--- src/hdl/tbrd_map.svh ---
// Register offsets, field positions and reset values of the tape decoder.
`ifndef TBRD_MAP_SVH
`define TBRD_MAP_SVH
`define TBRD_OFS_CTRL    8'h00
`define TBRD_OFS_DELAY   8'h04
`define TBRD_OFS_TONE    8'h08
`define TBRD_OFS_LEADER  8'h0C
`define TBRD_OFS_ADDR    8'h10
`define TBRD_OFS_STATUS  8'h14
`define TBRD_OFS_RXDATA  8'h18
`define TBRD_OFS_TXDATA  8'h1C
`define TBRD_CTRL_RX     0
`define TBRD_CTRL_TX     1
`define TBRD_CTRL_BLOCK  2
`define TBRD_RST_DELAY   8'h16
`define TBRD_RST_HALF    8'h1E
`define TBRD_RST_CYC     8'h10
`define TBRD_RST_LEADER  8'hFA
`define TBRD_BYTE_BITS   4'h8
`endif

--- src/hdl/tbrd_pkg.sv ---
// Types shared by the tape burst ratio decoder.
package tbrd_pkg;
	// Receive sequencer states.
	typedef enum logic [2:0] {
		RX_IDLE, RX_WAIT_END, RX_WAIT_START, RX_BURST, RX_PAUSE, RX_DONE
	} tbrd_rx_type;
	// Record sequencer states.
	typedef enum logic [2:0] {
		TX_IDLE, TX_LEAD, TX_GAP, TX_WAIT, TX_BIT
	} tbrd_tx_type;
	// Whole state of the top module.
	typedef struct packed {
		logic        syncA;
		logic        syncB;
		logic        syncC;
		logic        pinLevel;
		tbrd_rx_type rxState;
		logic        rxPend;
		logic [7:0]  rxTick;
		logic [7:0]  rxDur;
		logic [3:0]  rxBits;
		logic [7:0]  rxShift;
		logic        blockMode;
		logic [7:0]  sampleDelay;
		logic [7:0]  halfPeriod;
		logic [7:0]  burstCycles;
		logic [7:0]  leaderLen;
		logic [15:0] addr;
		tbrd_tx_type txState;
		logic [7:0]  txHold;
		logic        txHoldFull;
		logic [7:0]  txShift;
		logic [3:0]  txBit;
		logic [1:0]  txThird;
		logic [7:0]  txHalf;
		logic [7:0]  txCycLeft;
		logic [7:0]  txLeadLeft;
		logic        txTone;
		logic        txOut;
		logic [31:0] prdata;
		logic        pslverr;
	} tbrd_state_type;
endpackage

--- src/hdl/tbrd_top.sv ---
// Tape burst ratio codec: receive FIFO and the APB controlled top.
// Functional notes
// - Level change needs two agreeing samples.
// - Start mid-burst: wait burst end, next start.
// - Decrement signed count each burst sample.
// - Increment same count each pause sample.
// - Bit equals count sign after pause.
// - Shift bit in from top, clear count.
// - Eight bits per byte, counters preset first.
// - Next bit measured from detected burst start.
// - Sample interval set by delay count.
// - Tone, burst length, sampling are programmable.
// - Block record stops at page wrap.
// - Long leader tone precedes each block.
// - Bit thirds: tone, data, silence.
//
// Decided for this implementation: register access over APB and the register offsets.

// Receive byte FIFO built from flip-flops.
module tbrd_fifo #(
	parameter int WIDTH = 8,
	parameter int DEPTH = 16
) (
	// Clock and reset.
	input  wire logic             ref_clk,
	input  wire logic             rstn,
	// Fill side.
	input  wire logic             inValid,
	input  wire logic [WIDTH-1:0] inData,
	output logic                  inReady,
	// Drain side.
	output logic                  outValid,
	input  wire logic             outReady,
	output logic [WIDTH-1:0]      outData
);
	localparam int AW = $clog2(DEPTH);
	// Whole state of the FIFO.
	typedef struct packed {
		logic [DEPTH-1:0][WIDTH-1:0] mem;
		logic [AW-1:0]               wr;
		logic [AW-1:0]               rd;
		logic [AW:0]                 level;
	} tbrd_fifo_type;
	tbrd_fifo_type f_r;  // Registered state.
	tbrd_fifo_type f_nxt; // Next state.
	logic          push; // Write accepted.
	logic          pop;  // Read accepted.

	// Depth must be a power of two so the pointers wrap by themselves.
	if (DEPTH < 2 || (1 << AW) != DEPTH)
		$error("tbrd_fifo: DEPTH must be a power of two of at least 2.");

	assign inReady  = (f_r.level != (AW+1)'(DEPTH));
	assign outValid = (f_r.level != '0);
	assign outData  = f_r.mem[f_r.rd];
	assign push     = inValid && inReady;
	assign pop      = outValid && outReady;

	// Pointer and occupancy update; full and empty come from the level.
	always_comb begin
		f_nxt = f_r;
		if (push) begin
			f_nxt.mem[f_r.wr] = inData;
			f_nxt.wr = f_r.wr + 1'b1;
		end
		if (pop) begin
			f_nxt.rd = f_r.rd + 1'b1;
		end
		f_nxt.level = f_r.level + (AW+1)'(push) - (AW+1)'(pop);
	end

	// State register.
	always_ff @(posedge ref_clk or negedge rstn) begin
		if (!rstn) begin
			f_r <= '0;
		end else begin
			f_r <= f_nxt;
		end
	end
endmodule

// Tone burst recorder and ratio decoder with an APB register file.
module tbrd_top
	import tbrd_pkg::*;
#(
	parameter int FIFO_DEPTH = 16
) (
	// Clock and reset.
	input  wire logic        ref_clk,
	input  wire logic        rstn,
	// APB slave.
	input  wire logic        psel,
	input  wire logic        penable,
	input  wire logic        pwrite,
	input  wire logic [7:0]  paddr,
	input  wire logic [31:0] pwdata,
	output logic [31:0]      prdata,
	output logic             pready,
	output logic             pslverr,
	// Tape pins.
	input  wire logic        serialInPin,
	output logic             serialOutPin
);
`include "tbrd_map.svh"
	tbrd_state_type s_r;    // Registered state.
	tbrd_state_type s_nxt;  // Next state.
	logic           tick;   // One sample period has elapsed.
	logic [7:0]     durInc; // Duration count plus one.
	logic           txDone; // Current burst or silence ends now.
	logic           wrEn;   // APB write completes.
	logic           rdEn;   // APB read completes.
	logic           fifoReady;
	logic           fifoValid;
	logic [7:0]     fifoData;

	// Start a burst of the programmed length, with or without tone.
	function automatic tbrd_state_type startBurst(tbrd_state_type st,
			logic tone);
		tbrd_state_type r;
		r = st;
		r.txTone    = tone;
		r.txOut     = 1'b0;
		r.txHalf    = st.halfPeriod;
		r.txCycLeft = (st.burstCycles == 8'h00) ? 8'h01 : st.burstCycles;
		return r;
	endfunction

	assign tick   = (s_r.rxTick == 8'h00);
	assign durInc = s_r.rxDur + 8'h01;
	assign txDone = (s_r.txCycLeft == 8'h01) && (s_r.txHalf == 8'h00);
	assign wrEn   = psel && penable && pwrite;
	assign rdEn   = psel && penable && !pwrite;
	// Zero wait states: every access phase completes at once.
	assign pready       = psel && penable;
	assign prdata       = s_r.prdata;
	assign pslverr      = s_r.pslverr && psel && penable;
	assign serialOutPin = s_r.txOut;

	// Received bytes wait here until software reads them.
	tbrd_fifo #(.WIDTH(8), .DEPTH(FIFO_DEPTH)) rxFifo (
		.ref_clk (ref_clk),
		.rstn    (rstn),
		.inValid (s_r.rxState == RX_DONE),
		.inData  (s_r.rxShift),
		.inReady (fifoReady),
		.outValid(fifoValid),
		.outReady(rdEn && paddr == `TBRD_OFS_RXDATA),
		.outData (fifoData)
	);

	// All next-state logic: sync, receiver, recorder and registers.
	always_comb begin
		s_nxt = s_r;
		// Pin sync; the level moves only once the later stages agree.
		s_nxt.syncA = serialInPin;
		s_nxt.syncB = s_r.syncA;
		s_nxt.syncC = s_r.syncB;
		if (s_r.syncB == s_r.syncC) begin
			s_nxt.pinLevel = s_r.syncC;
		end
		// Sample timer reloads from the delay count.
		s_nxt.rxTick = tick ? s_r.sampleDelay : s_r.rxTick - 8'h01;

		// Receiver: every level change needs two agreeing samples.
		case (s_r.rxState)
			RX_IDLE: begin
				s_nxt.rxPend = 1'b0;
			end
			RX_WAIT_END: begin
				if (tick) begin
					s_nxt.rxPend = !s_r.pinLevel;
					if (!s_r.pinLevel && s_r.rxPend) begin
						s_nxt.rxState = RX_WAIT_START;
						s_nxt.rxPend  = 1'b0;
					end
				end
			end
			RX_WAIT_START: begin
				if (tick) begin
					s_nxt.rxPend = s_r.pinLevel;
					if (s_r.pinLevel && s_r.rxPend) begin
						s_nxt.rxState = RX_BURST;
						s_nxt.rxPend  = 1'b0;
					end
				end
			end
			RX_BURST: begin
				if (tick) begin
					s_nxt.rxDur  = s_r.rxDur - 8'h01;
					s_nxt.rxPend = !s_r.pinLevel;
					if (!s_r.pinLevel && s_r.rxPend) begin
						s_nxt.rxState = RX_PAUSE;
						s_nxt.rxPend  = 1'b0;
					end
				end
			end
			RX_PAUSE: begin
				if (tick) begin
					s_nxt.rxDur  = durInc;
					s_nxt.rxPend = s_r.pinLevel;
					if (s_r.pinLevel && s_r.rxPend) begin
						// Burst longer than pause leaves the count negative.
						s_nxt.rxShift = {durInc[7], s_r.rxShift[7:1]};
						s_nxt.rxDur   = 8'h00;
						s_nxt.rxPend  = 1'b0;
						s_nxt.rxBits  = s_r.rxBits - 4'h1;
						// The burst just seen already starts the next bit.
						s_nxt.rxState = (s_r.rxBits == 4'h1) ?
							RX_DONE : RX_BURST;
					end
				end
			end
			RX_DONE: begin
				// A full FIFO stalls the receiver here.
				if (fifoReady) begin
					s_nxt.rxBits = `TBRD_BYTE_BITS;
					s_nxt.rxDur  = 8'h00;
					s_nxt.rxState = RX_IDLE;
					if (s_r.blockMode) begin
						s_nxt.addr = s_r.addr + 16'h0001;
						if (s_r.addr[7:0] != 8'hFF) begin
							s_nxt.rxState = RX_WAIT_END;
						end
					end
				end
			end
			default: begin
				s_nxt.rxState = RX_IDLE;
			end
		endcase

		// Tone engine: toggles the pin every half period during tone.
		if (s_r.txCycLeft != 8'h00) begin
			s_nxt.txHalf = s_r.txHalf - 8'h01;
			if (s_r.txHalf == 8'h00) begin
				s_nxt.txHalf    = s_r.halfPeriod;
				s_nxt.txCycLeft = s_r.txCycLeft - 8'h01;
				s_nxt.txOut     = s_r.txTone && !s_r.txOut;
			end
		end

		// Recorder sequencer, advanced at the end of each burst slot; TX_WAIT instead leaves once a byte is held.
		case (s_r.txState)
			TX_IDLE: begin
				s_nxt.txOut = 1'b0;
			end
			TX_LEAD: begin
				if (txDone) begin
					if (s_r.txLeadLeft <= 8'h01) begin
						s_nxt = startBurst(s_nxt, 1'b0);
						s_nxt.txState = TX_GAP;
					end else begin
						s_nxt = startBurst(s_nxt, 1'b1);
						s_nxt.txLeadLeft = s_r.txLeadLeft - 8'h01;
					end
				end
			end
			TX_GAP: begin
				if (txDone) begin
					s_nxt.txState = TX_WAIT;
				end
			end
			TX_WAIT: begin
				// Silence is held while software has no byte ready.
				if (s_r.txHoldFull) begin
					s_nxt.txShift    = s_r.txHold;
					s_nxt.txHoldFull = 1'b0;
					s_nxt.txBit      = 4'h0;
					s_nxt.txThird    = 2'h0;
					s_nxt = startBurst(s_nxt, 1'b1);
					s_nxt.txState = TX_BIT;
				end
			end
			TX_BIT: begin
				if (txDone) begin
					if (s_r.txThird == 2'h0) begin
						// Zero fill makes the ninth bit a zero.
						s_nxt = startBurst(s_nxt, s_r.txShift[0]);
						s_nxt.txThird = 2'h1;
					end else if (s_r.txThird == 2'h1) begin
						s_nxt = startBurst(s_nxt, 1'b0);
						s_nxt.txThird = 2'h2;
					end else if (s_r.txBit == `TBRD_BYTE_BITS) begin
						s_nxt.addr = {s_r.addr[15:8], s_r.addr[7:0] + 8'h01};
						s_nxt.txState = (s_r.addr[7:0] == 8'hFF) ?
							TX_IDLE : TX_WAIT;
					end else begin
						s_nxt.txShift = {1'b0, s_r.txShift[7:1]};
						s_nxt.txBit   = s_r.txBit + 4'h1;
						s_nxt.txThird = 2'h0;
						s_nxt = startBurst(s_nxt, 1'b1);
					end
				end
			end
			default: begin
				s_nxt.txState = TX_IDLE;
			end
		endcase

		// Read data is captured in the setup phase.
		if (psel && !penable) begin
			s_nxt.pslverr = 1'b0;
			case (paddr)
				`TBRD_OFS_DELAY:  s_nxt.prdata = {24'h00_0000, s_r.sampleDelay};
				`TBRD_OFS_TONE:   s_nxt.prdata = {16'h0000, s_r.burstCycles,
					s_r.halfPeriod};
				`TBRD_OFS_LEADER: s_nxt.prdata = {24'h00_0000, s_r.leaderLen};
				`TBRD_OFS_ADDR:   s_nxt.prdata = {16'h0000, s_r.addr};
				`TBRD_OFS_STATUS: s_nxt.prdata = {24'h00_0000, s_r.pinLevel,
					fifoReady, fifoValid, s_r.txHoldFull,
					s_r.txState != TX_IDLE, s_r.rxState != RX_IDLE,
					s_r.blockMode, 1'b0};
				`TBRD_OFS_RXDATA: s_nxt.prdata = {24'h00_0000, fifoData};
				`TBRD_OFS_CTRL:   s_nxt.prdata = {29'h0000_0000,
					s_r.blockMode, 2'h0};
				`TBRD_OFS_TXDATA: s_nxt.prdata = {24'h00_0000, s_r.txHold};
				default: begin
					s_nxt.prdata  = 32'h0000_0000;
					s_nxt.pslverr = 1'b1;
				end
			endcase
		end

		// Writes take effect at the access edge; they win over hardware.
		if (wrEn) begin
			case (paddr)
				`TBRD_OFS_CTRL: begin
					s_nxt.blockMode = pwdata[`TBRD_CTRL_BLOCK];
					if (pwdata[`TBRD_CTRL_RX]) begin
						s_nxt.rxBits  = `TBRD_BYTE_BITS;
						s_nxt.rxDur   = 8'h00;
						s_nxt.rxPend  = 1'b0;
						s_nxt.rxState = RX_WAIT_END;
					end
					if (pwdata[`TBRD_CTRL_TX]) begin
						s_nxt = startBurst(s_nxt, 1'b1);
						s_nxt.txLeadLeft = s_r.leaderLen;
						s_nxt.txState    = TX_LEAD;
					end
				end
				`TBRD_OFS_DELAY:  s_nxt.sampleDelay = pwdata[7:0];
				`TBRD_OFS_TONE: begin
					s_nxt.halfPeriod  = pwdata[7:0];
					s_nxt.burstCycles = pwdata[15:8];
				end
				`TBRD_OFS_LEADER: s_nxt.leaderLen = pwdata[7:0];
				`TBRD_OFS_ADDR:   s_nxt.addr = pwdata[15:0];
				`TBRD_OFS_TXDATA: begin
					s_nxt.txHold     = pwdata[7:0];
					s_nxt.txHoldFull = 1'b1;
				end
				default: begin
				end
			endcase
		end
	end

	// State register with documented reset values.
	always_ff @(posedge ref_clk or negedge rstn) begin
		if (!rstn) begin
			s_r             <= '0;
			s_r.rxState     <= RX_IDLE;
			s_r.txState     <= TX_IDLE;
			s_r.sampleDelay <= `TBRD_RST_DELAY;
			s_r.halfPeriod  <= `TBRD_RST_HALF;
			s_r.burstCycles <= `TBRD_RST_CYC;
			s_r.leaderLen   <= `TBRD_RST_LEADER;
			s_r.rxBits      <= `TBRD_BYTE_BITS;
		end else begin
			s_r <= s_nxt;
		end
	end
endmodule

--- config.mk ---
export PLATFORM = sky130hd
export DESIGN_NAME = tbrd_top
export DESIGN_NICKNAME = d
export VERILOG_FILES = /design/src/hdl/tbrd_pkg.sv /design/src/hdl/tbrd_top.sv
export VERILOG_INCLUDE_DIRS = /design/src /design/src/hdl
export SDC_FILE = /design/constraint.sdc
export NUM_CORES = 1
export LEC_CHECK = 0
export BUFFER_PORTS_ARGS = -buffer_cell sky130_fd_sc_hd__buf_4
export CAP_MARGIN = 20
export CELL_PAD_IN_SITES_DETAIL_PLACEMENT = 1
export CELL_PAD_IN_SITES_GLOBAL_PLACEMENT = 2
export CORE_MARGIN = 1.5
export CORE_UTILIZATION = 30
export CTS_BUF_LIST = sky130_fd_sc_hd__clkbuf_4 sky130_fd_sc_hd__clkbuf_8
export DETAILED_ROUTE_END_ITERATION = 16
export PLACE_DENSITY_LB_ADDON = 0.1
export SETUP_SLACK_MARGIN = 0.15
export SYNTH_ARGS = -nofsm -noshare
export SYNTH_HDL_FRONTEND = slang
export SYNTH_SLANG_ARGS = --single-unit
export TNS_END_PERCENT = 1
--- constraint.sdc ---
create_clock -name ref_clk -period 3.4 [get_ports ref_clk]
set_input_delay 0.68 -clock ref_clk [delete_from_list [all_inputs] [get_ports ref_clk]]
set_output_delay 0.68 -clock ref_clk [all_outputs]
set_load 0.05 [all_outputs]
* Yosys cells after proc, flatten, opt, wreduce, memory -nomap -nowiden
Index checks and enable logic that the tools add are counted.
Storage, ports and cells: output and inout port bits 35, logic and storage cells 188, flip-flop bits (word level) 311, input port bits 46
Operators by class: equal/unequal tests 24, muxes and demuxes 67, reduce and logical (&&, ||, !) cells 31, add/sub/neg operators 14, magnitude comparators 4
Operator list (count):
- $mux W85 | 4
- $mux W101 | 3
- $mux W166 | 1
- $mux W73 | 2
- $pmux W48 S3 | 1
- $bwmux W128 | 1
- $pmux W16 S8 | 1
- $pmux W33 S3 | 1
- $mux W16 | 5
- $mux W33 | 2
- $pmux W16 S2 | 2
- $mux W8 | 7
- $pmux W16 S3 | 1
- $logic_not A8 Y1 | 5
- $mux W20 | 2
- $sub A8 B1 Y8 const B | 5
- $mux W4 | 9
- $bmux W8 S4 | 1
- $demux W8 S4 | 1
- $eq A8 B5 Y1 const B | 4
- $pmux W8 S2 | 2
- $mux W12 | 2
- $pmux W8 S3 | 1
- $mux W19 | 1
- 39 further kinds | 76

* Longest topological paths before layout
depth after elaboration 13, gate-level depth with buffers 15, gate-level depth less buffers 15

* Cells and area by module
From an unflattened synthesis, not the netlist that was laid out.
Unflattened totals: cell total of the unflattened synthesis 1364, area total of the unflattened synthesis 15344.7 µm²
Modules (own cells, without submodules):
- tbrd_top | seq. area each 3872.5 µm², instances 1, area an instance 8602.0 µm², cells each 907
- tbrd_fifo | seq. area each 3528.4 µm², instances 1, area an instance 6742.7 µm², cells each 457

* Worst setup path after synthesis
No wires, ideal clock.
kind input-to-reg, from input psel, to register rxFifo.f_r[4] (netlist name), cell stages on the path 13, setup time 125 ps, buffers on the path 0, setup slack 373 ps, data required time 3275 ps, arrival time 2902 ps, cells stage by stage and2_1 -> or3b_2 -> nor2_1 -> ha_1 -> inv_1 -> ha_1 -> inv_1 -> fa_1 -> inv_1 -> a21oi_1 -> nor2_1 -> nor2_1 -> xnor2_1
RTL lines:
- start, declared | line tbrd_top.sv:92 | input wire logic psel,
- end signal, assigned | line tbrd_top.sv:77 | f_r <= f_nxt;
- end, declared | line tbrd_top.sv:44 | tbrd_fifo_type f_r;

==> metrics.md <==
| Metric | Value |
|---|---|
| Clock power frac | `0.436` |
| Hold buffer count at cts | `1` |
| Clock Tree Buf Depth | `3` |
| Die W | `232 µm` |
| Pins Over Slew Limit | `0` |
| CTS sink cnt | `295` |
| Max Cap Viol | `0` |
| Critical-path cell list | `inv_1, ha_1, nor4b_1, buf_4, or3b_2, nor2_1, ha_1, inv_1, ha_1, inv_1, fa_1, inv_1, a21oi_1, nor2_1, nor2_1, xnor2_1` |
| Initial Utilization | `0.304` |
| Area contributors post-synth | `dfrtp_1, mux2_2, mux4_2` |
| Cells on Worst Hold Path | `1` |
| # IOs | `81` |
| Synth Area per Inst | `11.4 µm²` |
| Final Setup Violations | `0` |
| Area grow syn2layout | `15.6%` |
| Number of cells on the worst reg-to-reg path | `16` |
| Post-CTS Resized | `0` |
| Post-route ant nets | `0` |
| Relative slew slack | `0.486` |
| Die ar. | `53700 µm²` |
| Cell repeated most along the worst path | `inv_1` |
| CP Data Arrival Time | `roughly 3.6 ns` |
| First DRT Iteration DRCs | `488` |
| Post-DP HPWL | `about 34 mm` |
| Clock root buffer | `clkbuf_8` |
| FF+latch count, synth | `295` |
| CP bufs+invs | `5` |
| Vias per cell | `5.17` |
| Status | `completed` |
| RR Endpoint | `rxFifo.f_r[4]` |
| Fraction of layout cells with a size suffix above 1 | `0.328` |
| Site row count | `83` |
| Synth cell types | `94` |
| Most common library cells after synthesis | `dfrtp_1, mux2_2, nor2_1, nand2_1, a21oi_1` |
| Global-route wire length before repair | `about 75 mm` |
| R2R Path Start | `rxFifo.f_r[2]` |
| Post-synth top area share | `0.447` |
| GRT Resource Usage Total | `0.183` |
| Crit path max-delay family | `adder cells` |
| CP Launch Point | `rxFifo.f_r[2]` |
| RSZ-0062 raised after global routing | `false` |
| Die Y | `232 µm` |
| Cell taking the most area after synthesis | `dfrtp_1` |
| Hold Fails Final Rpt | `0` |
| Flop2flop setup slack | `0.40 ns` |
| Reg power frac | `0.421` |
| Clock period minus worst slack | `3.00 ns` |
| Comb pwr share | `0.144` |
| Initial antenna violation count | `0` |
| Post-CTS setup buffers | `0` |
| Critical-path top delay cell | `or3b_2` |
| DR WL/cell | `about 22 µm` |
| Top-count cell post-synth | `dfrtp_1` |
| Seq/Total Area, Yosys | `0.472` |
| Largest net degree at the start of global routing | `77` |
| Post-Synthesis Cells | `approximately 1.4k` |
| VDD IR max | `248 µV` |
| Post-route DRC | `0` |
| Synth warn | `0` |
| CTS Buf Count | `57` |
| Grt ovf | `0` |
| Worst slew pin tran | `0.767 ns` |
| Kind of critical path | `reg2reg` |
| Post-route setup TNS | `0 ns` |
| Worst Hold Class | `in2reg` |
| Final critical-path share of the clock period | `0.884` |
| Sw Ratio | `0.289` |
| CP Data Required Time | `3.94 ns` |
| Vias in the first global route | `12.0k` |
| CP max FO | `3` |
| Asr flop ratio synth | `1.00` |
| P_leak | `8.19 nW` |
| Int Power | `6.81 mW` |
| Nets | `1499` |
| DRT Pass-1 Iters | `5` |
| Total Wirelength | `47.6 mm` |
| P per Cell Area | `528 nW/µm²` |
| H-tree lvl count | `2` |
| Worst hold slack | `0.135 ns` |
| IO buf count | `48` |
| RD Place Congestion | `0.803` |
| Core area | `51500 µm²` |
| CTS tree | `done` |
| Via count | `11.1k` |
| Critical Path Source Type | `flip-flop` |
| Latest clock arrival within the worst-skew pair | `0.68 ns` |
| Hold Path Origin | `serialInPin` |
| Mapped cell area | `15700 µm²` |
| Worst Hold End | `s_r[169]` |
| CP Capture Type | `flip-flop` |
| Clock slew at reported path FFs | `around 0.060 ns` |
| Critical path depth | `16` |
| Number of synthesized flops with an enable pin | `0` |
| Ys flop type | `dfrtp_1` |
| N_diodes | `0` |
| Crit path largest cell delay | `~0.49 ns` |
| Worst Clk Skew | `0.0415 ns` |
| Net Sw Power | `approximately 2.8 mW` |
| Max frequency | `approximately 330 MHz` |
routing by layer:
layer  vias to the layer above  share of wire  global-route usage  routed length, µm
met3                        76          0.030              0.0285               1430
met4                         0          0.029              0.0676               1380
met2                       143           0.50               0.310              23800
li1                       5168              -                   -                  -
met1                      5744           0.44               0.235              21000
met5                         -              0                   0                  0
worst max-delay path by stage:
stage                                to  slack, ns
final                     rxFifo.f_r[4]       0.40
after floorplan           rxFifo.f_r[4]       0.37
after CTS                 rxFifo.f_r[4]       0.36
after global routing      rxFifo.f_r[4]       0.18
after detailed placement  rxFifo.f_r[4]       0.31
after global placement    rxFifo.f_r[4]       0.31
placed cells by master (no fill, tap or decap), types with 13 or more instances in the layout:
cell	instances
a21oi_1	61
a31oi_1	26
and3_1	17
buf_4	90
clkbuf_4	16
clkbuf_8	70
conb_1	16
dfrtp_1	279
dfstp_2	15
ha_1	24
inv_1	39
mux2_2	201
mux4_2	30
nand2_1	64
nand2b_1	13
nand3_1	54
nand4_1	23
nor2_1	78
nor2b_1	14
nor3_1	23
o21ai_0	36
xnor2_1	18
area by class of cell:
| cell class | count | area (µm²) |
|---|---|---|
| fillers | 5663 | 33400 |
| multi-input cells | 937 | 7580 |
| flip-flops and latches | 295 | 7400 |
| clock buffers | 86 | 1080 |
| well taps | 680 | 851 |
| repair buffers | 97 | 801 |
| clock inverters | 17 | 262 |
| inverters | 40 | 150 |
kinds of logic (layout without fill, tap and decap cells):
group	count (synthesis)	in the layout	synth area share
xor gates and xnor gates	25	25	0.0140
buffers and inverters	154	240	0.0483
AOI/OAI and AO/OA	231	231	0.0987
muxes	248	248	0.199
adders and majority gates	26	26	0.0211
DFF	295	295	0.472
other	1	16	0.000239
and+or+nand+nor	391	391	0.147
power by group through the flow:
stage | sequential, mW | clock (mW) | combinational, mW
floorplan | 3.98 | 0 | 1.03
global placement | 4.09 | 0 | 1.37
detailed placement | 4.09 | 0 | 1.39
CTS | 4.03 | 4.33 | 1.40
global route | 4.07 | 4.49 | 1.56
finish | 4.03 | 4.18 | 1.38
registers in the layout (all words and copies together), names as in the netlist:
| signal | cells |
|---|---|
| rxFifo.f_r | 141 |
| serialOutPin | 1 |
| prdata | 16 |
| s_r | 137 |
through the flow:
stage	utilization	area (µm²)	total power, mW	instances	setup WS [ns]
2_1_floorplan	-	15700	5.00	1386	0.373
3_3_place_gp	0.326	16800	5.46	2048	0.308
3_5_place_dp	0.326	16800	5.48	2048	0.306
4_1_cts	0.352	18100	9.75	2152	0.356
5_1_grt	0.352	18100	10.1	2152	0.177
6_report	0.352	18100	9.58	2152	0.395
worst register-to-register path, cell delays in order (launching register included):
cell and delay, ns:
dfrtp_1 0.37, inv_1 0.07, ha_1 0.23, nor4b_1 0.15, buf_4 0.16, or3b_2 0.49, nor2_1 0.12, ha_1 0.24
inv_1 0.06, ha_1 0.16, inv_1 0.06, fa_1 0.41, inv_1 0.07, a21oi_1 0.06, nor2_1 0.09, nor2_1 0.06
xnor2_1 0.11
Power figures use the tool's default switching activity.
